`src/drive_motion_limits_regs.svh`:
```
/*
 Register indices, reset values, ranges and timing figures of the
 motion-limit block. Assumes word-addressed APB: byte address is
 four times the index.
*/
`ifndef DRIVE_MOTION_LIMITS_REGS_SVH
`define DRIVE_MOTION_LIMITS_REGS_SVH
`define DML_IDX_DRAG_THR 8'h2e
`define DML_IDX_READJUST 8'h2f
`define DML_IDX_CORR_LIM 8'h30
`define DML_IDX_JOG_STEP 8'h31
`define DML_IDX_POS_SPD 8'h35
`define DML_IDX_MAN_SPD 8'h38
`define DML_IDX_ABORT_PCT 8'h39
`define DML_IDX_ACCEL 8'h3a
`define DML_IDX_DECEL 8'h3b
`define DML_IDX_START_TQ 8'h3f
`define DML_IDX_RUN_TQ 8'h40
`define DML_IDX_END_TQ 8'h41
`define DML_IDX_HOLD_TQ 8'h42
`define DML_IDX_END_MS 8'h48
`define DML_IDX_STATUS 8'h50
`define DML_IDX_CLEAR 8'h51
`define DML_IDX_ENABLE 8'h52
`define DML_IDX_STATE 8'h53
`define DML_RST_DRAG_THR 16'h0000
`define DML_RST_READJUST 16'h0000
`define DML_RST_CORR_LIM 16'h0004
`define DML_RST_JOG_STEP 16'h0001
`define DML_RST_ABORT_PCT 16'h001e
`define DML_RST_END_MS 16'h00c8
`define DML_READJUST_MAX 16'h0001
`define DML_CORR_MAX 16'h000a
`define DML_JOG_MIN 16'h0001
`define DML_JOG_MAX 16'h0064
`define DML_PCT_MIN 16'h001e
`define DML_PCT_MAX 16'h005a
`define DML_END_MS_MAX 16'h03e8
`define DML_PCT_DIV 16'h0064
`define DML_MS_PER_S 17'h003e8
`define DML_MS_NS 1000000
`define DML_CLK_NS 100
`define DML_EV_DRAG 0
`define DML_EV_ABORT 1
`define DML_EV_DONE 2
`define DML_EV_REFUSED 3
`define DML_NUM_EV 4
`endif

```
`src/dml_pkg.sv`:
```
/*
 Types shared by the motion-limit block: APB request carrier, motion
 phases and the motion status bundle. Assumes nothing outside.
*/
package dml_pkg;
   typedef struct packed {
      logic psel;
      logic penable;
      logic pwrite;
      logic [11:0] paddr;
      logic [31:0] pwdata;
   } dml_apb_req_s;

   typedef enum logic [2:0] {
      ST_IDLE,
      ST_START,
      ST_RUN,
      ST_STOP,
      ST_END_HOLD
   } dml_phase_e;

   typedef struct packed {
      logic [15:0] speed;
      logic [15:0] torque_limit;
      logic [15:0] abort_speed;
      logic drag_error;
      logic current_limiting;
      logic readjust_active;
      logic moving;
   } dml_motion_s;
endpackage : dml_pkg

```
`src/drive_motion_limits.sv`:
```
/*
 Motion-limit and supervision logic of a spindle positioning drive:
 parameter registers on APB, speed ramp, torque phase selection, drag
 error supervision, jog steps and an interrupt. Assumes target and
 actual positions in hundredths of a millimetre, synchronous to clk,
 and a measured torque in cNm from the current loop.
*/
// The APB register port was chosen for this implementation.
`timescale 1ns/1ps
`include "drive_motion_limits_regs.svh"

// Notes on behaviour
// - Drag flag when following error exceeds threshold.
// - Readjust accepts 0/1, corrects at standstill.
// - Drag speed correction capped, standstill-only change.
// - Each jog press at standstill moves 1..100 steps; the code repeats the burst on every clock that jog_press stays high.
// - Positioning runs capped at positioning ceiling.
// - Manual runs capped at manual ceiling.
// - Abort threshold is 30..90 percent target.
// - Ramp with acceleration and deceleration rates.
// - Start torque limit, then running limit.
// - End-of-run hold limit, then standstill hold.
// - Current limited; torque never above active limit.
// - End hold lasts given milliseconds, default 200.
module dml_drive_motion_limits
   import dml_pkg::*;
#(
   parameter logic [15:0] POS_SPD_RST = 16'h0bb8,
   parameter logic [15:0] MAN_SPD_RST = 16'h03e8,
   parameter logic [15:0] ACCEL_RST = 16'h2710,
   parameter logic [15:0] DECEL_RST = 16'h2710,
   parameter logic [15:0] TQ_RST = 16'h0064,
   parameter int MS_CYCLES = `DML_MS_NS / `DML_CLK_NS
) (
   input wire logic clk,
   input wire logic reset,
   input wire dml_apb_req_s apb_req,
   output logic [31:0] prdata,
   output logic pready,
   output logic pslverr,
   input wire logic run_req,
   input wire logic manual_req,
   input wire logic jog_press,
   input wire logic signed [31:0] target_pos,
   input wire logic signed [31:0] actual_pos,
   input wire logic [15:0] motor_torque,
   output dml_motion_s motion,
   output logic jog_step_valid,
   output logic [15:0] jog_steps,
   output logic irq
);
   localparam int NP = 14;
   localparam int MSW = $clog2(MS_CYCLES + 1);

   // A zero-length tick would stall every ramp and the hold window.
   if (MS_CYCLES < 1) begin : g_ms_check
      $error("MS_CYCLES must be at least one");
   end

   function automatic logic [3:0] par_index(input logic [7:0] idx);
      case (idx)
         `DML_IDX_DRAG_THR: par_index = 4'h0;
         `DML_IDX_READJUST: par_index = 4'h1;
         `DML_IDX_CORR_LIM: par_index = 4'h2;
         `DML_IDX_JOG_STEP: par_index = 4'h3;
         `DML_IDX_POS_SPD: par_index = 4'h4;
         `DML_IDX_MAN_SPD: par_index = 4'h5;
         `DML_IDX_ABORT_PCT: par_index = 4'h6;
         `DML_IDX_ACCEL: par_index = 4'h7;
         `DML_IDX_DECEL: par_index = 4'h8;
         `DML_IDX_START_TQ: par_index = 4'h9;
         `DML_IDX_RUN_TQ: par_index = 4'ha;
         `DML_IDX_END_TQ: par_index = 4'hb;
         `DML_IDX_HOLD_TQ: par_index = 4'hc;
         `DML_IDX_END_MS: par_index = 4'hd;
         default: par_index = 4'hf;
      endcase
   endfunction : par_index

   function automatic logic [15:0] par_reset(input int i);
      case (i)
         0: par_reset = `DML_RST_DRAG_THR;
         1: par_reset = `DML_RST_READJUST;
         2: par_reset = `DML_RST_CORR_LIM;
         3: par_reset = `DML_RST_JOG_STEP;
         4: par_reset = POS_SPD_RST;
         5: par_reset = MAN_SPD_RST;
         6: par_reset = `DML_RST_ABORT_PCT;
         7: par_reset = ACCEL_RST;
         8: par_reset = DECEL_RST;
         13: par_reset = `DML_RST_END_MS;
         default: par_reset = TQ_RST;
      endcase
   endfunction : par_reset

   // Ramp step in rpm per millisecond tick from the carried fraction.
   function automatic logic [15:0] ramp_quot(input logic [16:0] sum);
      logic [16:0] q;
      q = sum / `DML_MS_PER_S;
      ramp_quot = q[15:0];
   endfunction : ramp_quot

   function automatic logic [16:0] ramp_rem(input logic [16:0] sum);
      ramp_rem = sum % `DML_MS_PER_S;
   endfunction : ramp_rem

   function automatic logic [15:0] min16(input logic [15:0] a,
                                         input logic [15:0] b);
      min16 = (a < b) ? a : b;
   endfunction : min16

   logic [15:0] prm [NP];
   logic [`DML_NUM_EV-1:0] status;
   logic [`DML_NUM_EV-1:0] enable;
   dml_phase_e phase;
   dml_phase_e next_phase;
   logic manual_mode;
   logic [15:0] speed;
   logic [16:0] acc_up;
   logic [16:0] acc_dn;
   logic [MSW-1:0] ms_cnt;
   logic [15:0] hold_ms;
   logic drag_prev;
   logic abort_prev;

   // Bus decode.
   wire [7:0] reg_idx = apb_req.paddr[9:2];
   wire [3:0] pidx = par_index(reg_idx);
   wire is_par = (pidx != 4'hf) && (apb_req.paddr[1:0] == 2'b00)
                 && (apb_req.paddr[11:10] == 2'b00);
   wire is_status = (apb_req.paddr == {2'b00, `DML_IDX_STATUS, 2'b00});
   wire is_clear = (apb_req.paddr == {2'b00, `DML_IDX_CLEAR, 2'b00});
   wire is_enable = (apb_req.paddr == {2'b00, `DML_IDX_ENABLE, 2'b00});
   wire is_state = (apb_req.paddr == {2'b00, `DML_IDX_STATE, 2'b00});
   wire mapped = is_par || is_status || is_clear || is_enable || is_state;
   wire access = apb_req.psel && apb_req.penable;
   wire setup = apb_req.psel && !apb_req.penable;
   wire wr_acc = access && apb_req.pwrite;
   wire [15:0] wval = apb_req.pwdata[15:0];

   // Standstill needs the ramp at zero as well, not only the idle phase.
   wire standstill = (phase == ST_IDLE) && (speed == 16'h0000);

   wire wval_ok = (pidx == 4'h1) ? (wval <= `DML_READJUST_MAX) :
                  (pidx == 4'h2) ? (wval <= `DML_CORR_MAX) :
                  (pidx == 4'h3) ? (wval >= `DML_JOG_MIN &&
                                    wval <= `DML_JOG_MAX) :
                  (pidx == 4'h6) ? (wval >= `DML_PCT_MIN &&
                                    wval <= `DML_PCT_MAX) :
                  (pidx == 4'hd) ? (wval <= `DML_END_MS_MAX) : 1'b1;
   wire locked = (pidx == 4'h2) && !standstill;
   wire par_wr = wr_acc && is_par && wval_ok && !locked;
   wire refused = wr_acc && is_par && (!wval_ok || locked);

   // Every register answers at once, so the bus never waits.
   assign pready = 1'b1;
   assign pslverr = access && (!mapped || (is_clear && !apb_req.pwrite)
                    || (is_status && apb_req.pwrite));

   // Read data is captured in the setup cycle, so it is a flop output.
   wire [31:0] rd_mux = is_par ? {16'h0000, prm[pidx]} :
                        is_status ? {28'h0000000, status} :
                        is_enable ? {28'h0000000, enable} :
                        is_state ? {29'h00000000, phase} : 32'h00000000;

   always_ff @(posedge clk or posedge reset) begin
      if (reset) begin
         prdata <= 32'h00000000;
      end else if (setup) begin
         prdata <= rd_mux;
      end
   end

   always_ff @(posedge clk or posedge reset) begin
      if (reset) begin
         for (int i = 0; i < NP; i++) begin
            prm[i] <= par_reset(i);
         end
      end else if (par_wr) begin
         prm[pidx] <= wval;
      end
   end

   always_ff @(posedge clk or posedge reset) begin
      if (reset) begin
         enable <= '0;
      end else if (wr_acc && is_enable) begin
         enable <= apb_req.pwdata[`DML_NUM_EV-1:0];
      end
   end

   // Millisecond tick from the one system clock.
   wire ms_tick = (ms_cnt == MSW'(MS_CYCLES - 1));
   // restart tick at hold.
   // Otherwise the first millisecond of the hold would be a partial one.
   wire hold_start = (phase == ST_STOP) && (next_phase == ST_END_HOLD);
   always_ff @(posedge clk or posedge reset) begin
      if (reset) begin
         ms_cnt <= '0;
      end else begin
         ms_cnt <= (ms_tick || hold_start) ? '0 : ms_cnt + 1'b1;
      end
   end

   // following error magnitude against threshold.
   // The difference is taken one bit wider so that it cannot overflow.
   wire signed [32:0] err = 33'(target_pos) - 33'(actual_pos);
   wire [32:0] err_abs = err[32] ? 33'(-err) : 33'(err);
   wire drag_error = err_abs > {17'h00000, prm[0]};
   wire [15:0] err_sat = (err_abs[32:16] != 17'h00000) ? 16'hffff
                         : err_abs[15:0];

   // ceiling depends on the kind of run.
   wire [15:0] ceiling = manual_mode ? prm[5] : prm[4];
   wire active_run = (phase == ST_START) || (phase == ST_RUN);
   wire [15:0] ramp_target = active_run ? ceiling : 16'h0000;

   wire [15:0] torque_limit = (phase == ST_START) ? prm[9] :
                              (phase == ST_RUN || phase == ST_STOP)
                              ? prm[10] :
                              (phase == ST_END_HOLD) ? prm[11] : prm[12];
   // stop accelerating once torque reaches the limit.
   wire at_limit = motor_torque >= torque_limit;

   // ramp steps carry their fraction across ticks.
   wire [16:0] sum_up = acc_up + 17'(prm[7]);
   wire [16:0] sum_dn = acc_dn + 17'(prm[8]);
   wire [15:0] step_up = min16(ramp_quot(sum_up), ramp_target - speed);
   wire [15:0] step_dn = min16(ramp_quot(sum_dn), speed - ramp_target);
   wire go_up = ms_tick && (speed < ramp_target) && !at_limit;
   wire go_dn = ms_tick && (speed > ramp_target);

   always_ff @(posedge clk or posedge reset) begin
      if (reset) begin
         speed <= 16'h0000;
         acc_up <= '0;
         acc_dn <= '0;
      end else if (go_up) begin
         speed <= speed + step_up;
         acc_up <= ramp_rem(sum_up);
      end else if (go_dn) begin
         speed <= speed - step_dn;
         acc_dn <= ramp_rem(sum_dn);
      end
   end

   // correction trims the ramp, so the ceiling still holds.
   wire [15:0] corr = (active_run && drag_error) ? min16(err_sat, prm[2])
                      : 16'h0000;
   wire [15:0] speed_out = (speed > corr) ? speed - corr : 16'h0000;

   // abort threshold as a percentage of the target speed.
   // The product is formed at full width before the division truncates.
   wire [31:0] abort_prod = ceiling * prm[6];
   wire [31:0] abort_q = abort_prod / {16'h0000, `DML_PCT_DIV};
   wire [15:0] abort_speed = abort_q[15:0];
   wire abort_low = (phase == ST_RUN) && (speed_out < abort_speed);

   // The kind of run is latched at start, so a late second request waits.
   wire req = manual_mode ? manual_req : run_req;
   wire hold_done = (hold_ms >= prm[13]);

   always_comb begin
      next_phase = phase;
      case (phase)
         ST_IDLE: begin
            if (run_req || manual_req) begin
               next_phase = ST_START;
            end
         end
         ST_START: begin
            if (!req) begin
               next_phase = ST_STOP;
            end else if (speed == ceiling) begin
               next_phase = ST_RUN;
            end
         end
         ST_RUN: begin
            if (!req) begin
               next_phase = ST_STOP;
            end
         end
         ST_STOP: begin
            if (speed == 16'h0000) begin
               next_phase = ST_END_HOLD;
            end
         end
         ST_END_HOLD: begin
            if (hold_done) begin
               next_phase = ST_IDLE;
            end
         end
         default: next_phase = ST_IDLE;
      endcase
   end

   always_ff @(posedge clk or posedge reset) begin
      if (reset) begin
         phase <= ST_IDLE;
         manual_mode <= 1'b0;
         hold_ms <= 16'h0000;
      end else begin
         phase <= next_phase;
         if (phase == ST_IDLE && next_phase == ST_START) begin
            manual_mode <= !run_req;
         end
         if (phase != ST_END_HOLD) begin
            hold_ms <= 16'h0000;
         end else if (ms_tick && !hold_done) begin
            hold_ms <= hold_ms + 16'h0001;
         end
      end
   end

   // one step burst per clock that jog_press is high, only at standstill.
   always_ff @(posedge clk or posedge reset) begin
      if (reset) begin
         jog_step_valid <= 1'b0;
         jog_steps <= 16'h0000;
      end else begin
         jog_step_valid <= jog_press && standstill;
         if (jog_press && standstill) begin
            jog_steps <= prm[3];
         end
      end
   end

   wire [`DML_NUM_EV-1:0] ev;
   assign ev[`DML_EV_DRAG] = drag_error && !drag_prev;
   assign ev[`DML_EV_ABORT] = abort_low && !abort_prev;
   assign ev[`DML_EV_DONE] = (phase == ST_END_HOLD) && hold_done;
   assign ev[`DML_EV_REFUSED] = refused;
   wire [`DML_NUM_EV-1:0] clr = (wr_acc && is_clear)
                                ? apb_req.pwdata[`DML_NUM_EV-1:0] : '0;

   // A new event beats a clear in the same cycle, so none is lost.
   always_ff @(posedge clk or posedge reset) begin
      if (reset) begin
         status <= '0;
         drag_prev <= 1'b0;
         abort_prev <= 1'b0;
      end else begin
         status <= (status & ~clr) | ev;
         drag_prev <= drag_error;
         abort_prev <= abort_low;
      end
   end

   // The interrupt is a level; software clears the cause to drop it.
   assign irq = |(status & enable);

   // readjust only when enabled, at standstill, and off target.
   wire readjust_active = prm[1][0] && standstill && (err_abs != '0);

   always_ff @(posedge clk or posedge reset) begin
      if (reset) begin
         motion <= '0;
      end else begin
         motion.speed <= speed_out;
         // active limit goes to the current regulator.
         motion.torque_limit <= torque_limit;
         motion.abort_speed <= abort_speed;
         motion.drag_error <= drag_error;
         motion.current_limiting <= at_limit;
         motion.readjust_active <= readjust_active;
         motion.moving <= !standstill;
      end
   end
endmodule : dml_drive_motion_limits

```
`config.mk`:
```
export PLATFORM = sky130hd
export DESIGN_NAME = dml_drive_motion_limits
export DESIGN_NICKNAME = d
export VERILOG_FILES = /design/src/dml_pkg.sv /design/src/drive_motion_limits.sv
export VERILOG_INCLUDE_DIRS = /design/src
export SDC_FILE = /design/constraint.sdc
export NUM_CORES = 2
export LEC_CHECK = 0
export BUFFER_PORTS_ARGS = -buffer_cell sky130_fd_sc_hd__buf_2
export CAP_MARGIN = 15
export CORE_ASPECT_RATIO = 0.5
export CORE_MARGIN = 2
export CORE_UTILIZATION = 40
export DETAILED_ROUTE_END_ITERATION = 8
export HOLD_SLACK_MARGIN = 0.05
export PLACE_DENSITY = 0.64
export SYNTH_ARGS = -nofsm -noshare
export SYNTH_HDL_FRONTEND = slang
export SYNTH_SLANG_ARGS = --single-unit
```
`constraint.sdc`:
```
create_clock -name clk -period 37.4 [get_ports clk]
set_input_delay 0 -clock clk [delete_from_list [all_inputs] [get_ports clk]]
set_output_delay 0 -clock clk [all_outputs]
set_load 0.01 [all_outputs]
```
==> summary by stage <==
Timing
The final number of hold-violating endpoints was 0. The total of endpoints with negative setup slack in the final report is 0. Setup repair after global routing left no endpoint under its margin. At the pin with the least slew margin, the transition time is 1360 ps.

After routing, the total negative slack on setup checks comes to 0 ps. The post-route clock period utilization is 72.4%. Static timing analysis puts the maximum clock frequency at about 37 MHz. Clock skew on the completed layout was measured at around 32 ps. The time the worst path needs with I/O delays and setup is 27,070 ps.

The normalized max-slew margin is 7.27%. The number of pins exceeding their max-slew limit in the final report is 0.

Layout
Leaving out fill and tap cells, the most frequent cell in the layout is sky130_fd_sc_hd__nand2_1. In the final layout, the share of cells above drive strength 1 is 15.1%. The final net count is 5,854. The filler cells instantiated in the layout total 10,511.

In the layout the commonest cells are sky130_fd_sc_hd__nand2_1, sky130_fd_sc_hd__inv_1, sky130_fd_sc_hd__dfrtp_1. Measured on the finished design, the core utilization comes to ~44%. The area added between synthesis and finish is 8.92%.

Yosys
The count of unique library cells instantiated by Yosys is 169. The count of mapped cells out of synthesis is 5,109. Summing every instance area after synthesis gives about 44,000 um2.

The count of synthesis-stage warnings from yosys is 0. The synthesized design contains 0 enable-type register cells. The average cell area after synthesis is between 8 and 9 um2. The predominant post-synthesis flop cell is sky130_fd_sc_hd__dfrtp_1. Synthesis inferred between 400 and 500 register bits. The share of synthesized area occupied by flip-flops and latches is 23.0%. After synthesis, the share of flip-flops with an asynchronous set or reset is between 90% and 100%.

Clocking
Clock tree synthesis found a total of about 400 sinks. CTS built an H-tree with a depth of 2. CTS placed an instance of sky130_fd_sc_hd__clkbuf_16 at the clock tree root.

The CTS tree is yes. Counting along the longest clock path gives a buffer depth of 3. Counting the buffers created by CTS gives 44. The number of gates resized after CTS is 0. The number of setup buffers added after CTS is 0. After clock tree synthesis, the clock-pin slew on the worst setup and hold paths is 70 ps. The count of hold-fix buffers inserted at cts is 33.

Clock latency on the worst-skew pair, taken at its later pin, is a little over 600 ps.

Global routing
The sum of overflow across all layers after global routing is 0. Across every metal layer, demand over resource in global routing totals 22.6%. The number of global-route vias before repair is ~38,000. The first-pass GRT wire length is 207,000 um. The global routing usage on met2 is 37.5%. For met3 alone, demand over resource in global routing was just over 3%.

The initial antenna violation count is 7. The pin count of the biggest net entering global routing is 155. The fraction of met1 tracks used by global routing is 30.4%.

The most utilized layer in the global route result is met2.

Drt
After the first detailed-routing iteration, the DRC count stood at between 3,000 and 4,000. The number of nets still failing antenna checks after routing is 0. The post-route DRC violation count is 0. The average routed wire per standard cell is 19.4 um.

The final wirelength is approximately 130,000 um. The via total after detailed routing is between 30,000 and 40,000. The pre-antenna-repair detailed-routing pass consisted of 6 iterations.

The via count normalized by instance count is 5.74.

Worst setup path
The buffers plus inverters on the worst setup path is 11. The kind of end point of the critical path is a flip-flop. The critical setup path kind is flip-flop to flip-flop. The element type at the critical path start is a flip-flop. The worst flop-to-flop path endpoint is status[1].

Setup slack on the worst reg-to-reg path comes out at 10,330 ps. The data required time at the worst endpoint is 37,890 ps. The category of cells accounting for the largest share of critical-path delay is compound AO/OA/AOI/OAI gates. The largest fanout of any net on the critical path is 25. The depth of the most critical reg-to-reg path is 87.

The largest stage delay on the critical path is between 700 and 800 ps. The slowest stage cell on the critical path is sky130_fd_sc_hd__mux2i_1. The launch instance of the worst register-to-register path is manual_mode. The data arrival time at the worst-slack endpoint is roughly 28,000 ps. The most used cell along the critical path is sky130_fd_sc_hd__inv_1.

Die
The floorplan has 85 rows. The die covers 113,000 um2. Measured along the y axis, the die boundary spans roughly 240 um. The count of pins on the block boundary is 236. The initial core utilization is 40.6%. After floorplanning, the core was sized to cover 108,000 um2. Measured along the x axis, the die boundary spans around 470 um.

Job
The total of max-cap violations is 0.

Placement
The number of buffers inserted by port buffering is 202. Summed over all nets, the half-perimeter wirelength after detailed placement is 98,400 um. The last weighted congestion value of the routability-driven placer is 0.933.

Status
The flow ran to the end, and the final reports show no timing, DRC or antenna violations.

Power and ir drop
The total power divided by cell area is 21.4 nW/um2. The leakage component of the power is 0.0228 uW. VDD sags by at most 0.0334 mV.

Worst hold path
Counting instances, the worst hold path has a depth of 5. In this run the worst hold path is classified as input port to flip-flop. The path with the worst hold slack has its endpoint at prdata[2]. In this run the most critical hold path is launched from apb_req[38].
[area by class of cell]
cell class	instances	area [um2]	area share, %
Inverter	484	1850	3.85
Timing Repair Buffer	278	1690	3.52
Multi-Input combinational cell	3985	30900	64.5
Clock inverter	24	328	0.683
Sequential cell	402	10100	21.1
Tap cell	1435	1800	3.74
Antenna cell	6	15.0	0.0313
Clock buffer	58	1240	2.60
[registers in the layout, summed over array words and instances (netlist names), 14 cells and up]
signal     flops
hold_ms       16
jog_steps     16
ms_cnt        14
motion        52
prdata        16
acc_dn        17
speed         16
acc_up        17
prm          224
[routing by layer]
metal  vias up  share of wire, %
met4         0               3.2
met2      1222                46
met1     18910                44
met3       203               6.4
li1      17940                 -
met5         -                 0
[worst max-delay path by stage]
stage	startpoint	to	slack [ps]	cells past startpoint
6_report	manual_mode	status[1]	10330	87
5_1_grt	manual_mode	status[1]	8450	86
4_1_cts	manual_mode	status[1]	10520	87
3_5_place_dp	manual_mode	status[1]	10580	87
3_3_place_gp	manual_mode	status[1]	11070	86
2_1_floorplan	manual_mode	status[1]	15170	89
[where the power goes]
part / switching (uW) / internal [uW]
registers: 0.705 / 436
clock network: 206 / 274
logic: 72.3 / 36.0
[stage by stage]
stage	worst slack (ps)	area (um2)	std cells	hold slack, ps	total power (uW)
floorplan	15170	44100	5124	85.7	515
global route	8450	48000	6671	118	1060
global placement	11070	46000	6549	200	546
finish	10330	48000	6672	75.1	1030
CTS	10520	47900	6664	53.9	1030
detailed placement	10580	46000	6549	210	548
[synth_stat cells (51+ instances only)]
cell / number / share of area [%]
sky130_fd_sc_hd__o21bai_1: 74 / 1.3
sky130_fd_sc_hd__nand2b_1: 51 / 0.72
sky130_fd_sc_hd__xor2_1: 86 / 1.7
sky130_fd_sc_hd__dfrtp_1: 358 / 20
sky130_fd_sc_hd__inv_1: 471 / 4.0
sky130_fd_sc_hd__nand2_1: 578 / 4.9
sky130_fd_sc_hd__a31oi_1: 70 / 0.99
sky130_fd_sc_hd__clkbuf_1: 170 / 1.4
sky130_fd_sc_hd__nor3_1: 70 / 0.80
sky130_fd_sc_hd__mux2i_1: 69 / 1.6
sky130_fd_sc_hd__a21o_1: 95 / 1.6
sky130_fd_sc_hd__a21oi_1: 288 / 3.3
sky130_fd_sc_hd__mux2_2: 191 / 4.9
sky130_fd_sc_hd__ha_1: 326 / 9.3
sky130_fd_sc_hd__xnor2_1: 232 / 4.6
sky130_fd_sc_hd__nor2_1: 312 / 2.7
sky130_fd_sc_hd__o22ai_1: 53 / 0.75
sky130_fd_sc_hd__o21ai_0: 191 / 2.2
sky130_fd_sc_hd__nand3_1: 72 / 0.82
sky130_fd_sc_hd__nor2b_1: 82 / 1.2
sky130_fd_sc_hd__and2_1: 154 / 2.2
sky130_fd_sc_hd__fa_1: 201 / 9.1
[cells by family after synthesis]
| logic type | share of synthesized area [%] |
|---|---|
| buf+inv | 7.13 |
| compound gates | 20.1 |
| other cells | 0.0171 |
| mux | 6.63 |
| fa+ha+maj | 18.7 |
| flops | 23.0 |
| simple gates | 17.9 |
| xor+xnor | 6.61 |
[worst reg2reg max path: cells and delay by family (launching register included)]
kind	cells	cell delay (ps)
buffers and inverters	11	1400
DFF	1	320
and+or+nand+nor	24	6920
AOI/OAI and AO/OA	32	9020
adders and majority gates	8	3880
muxes	9	4040
xor gates and xnor gates	3	1340
Note: power is estimated with default switching activity, not from simulation.
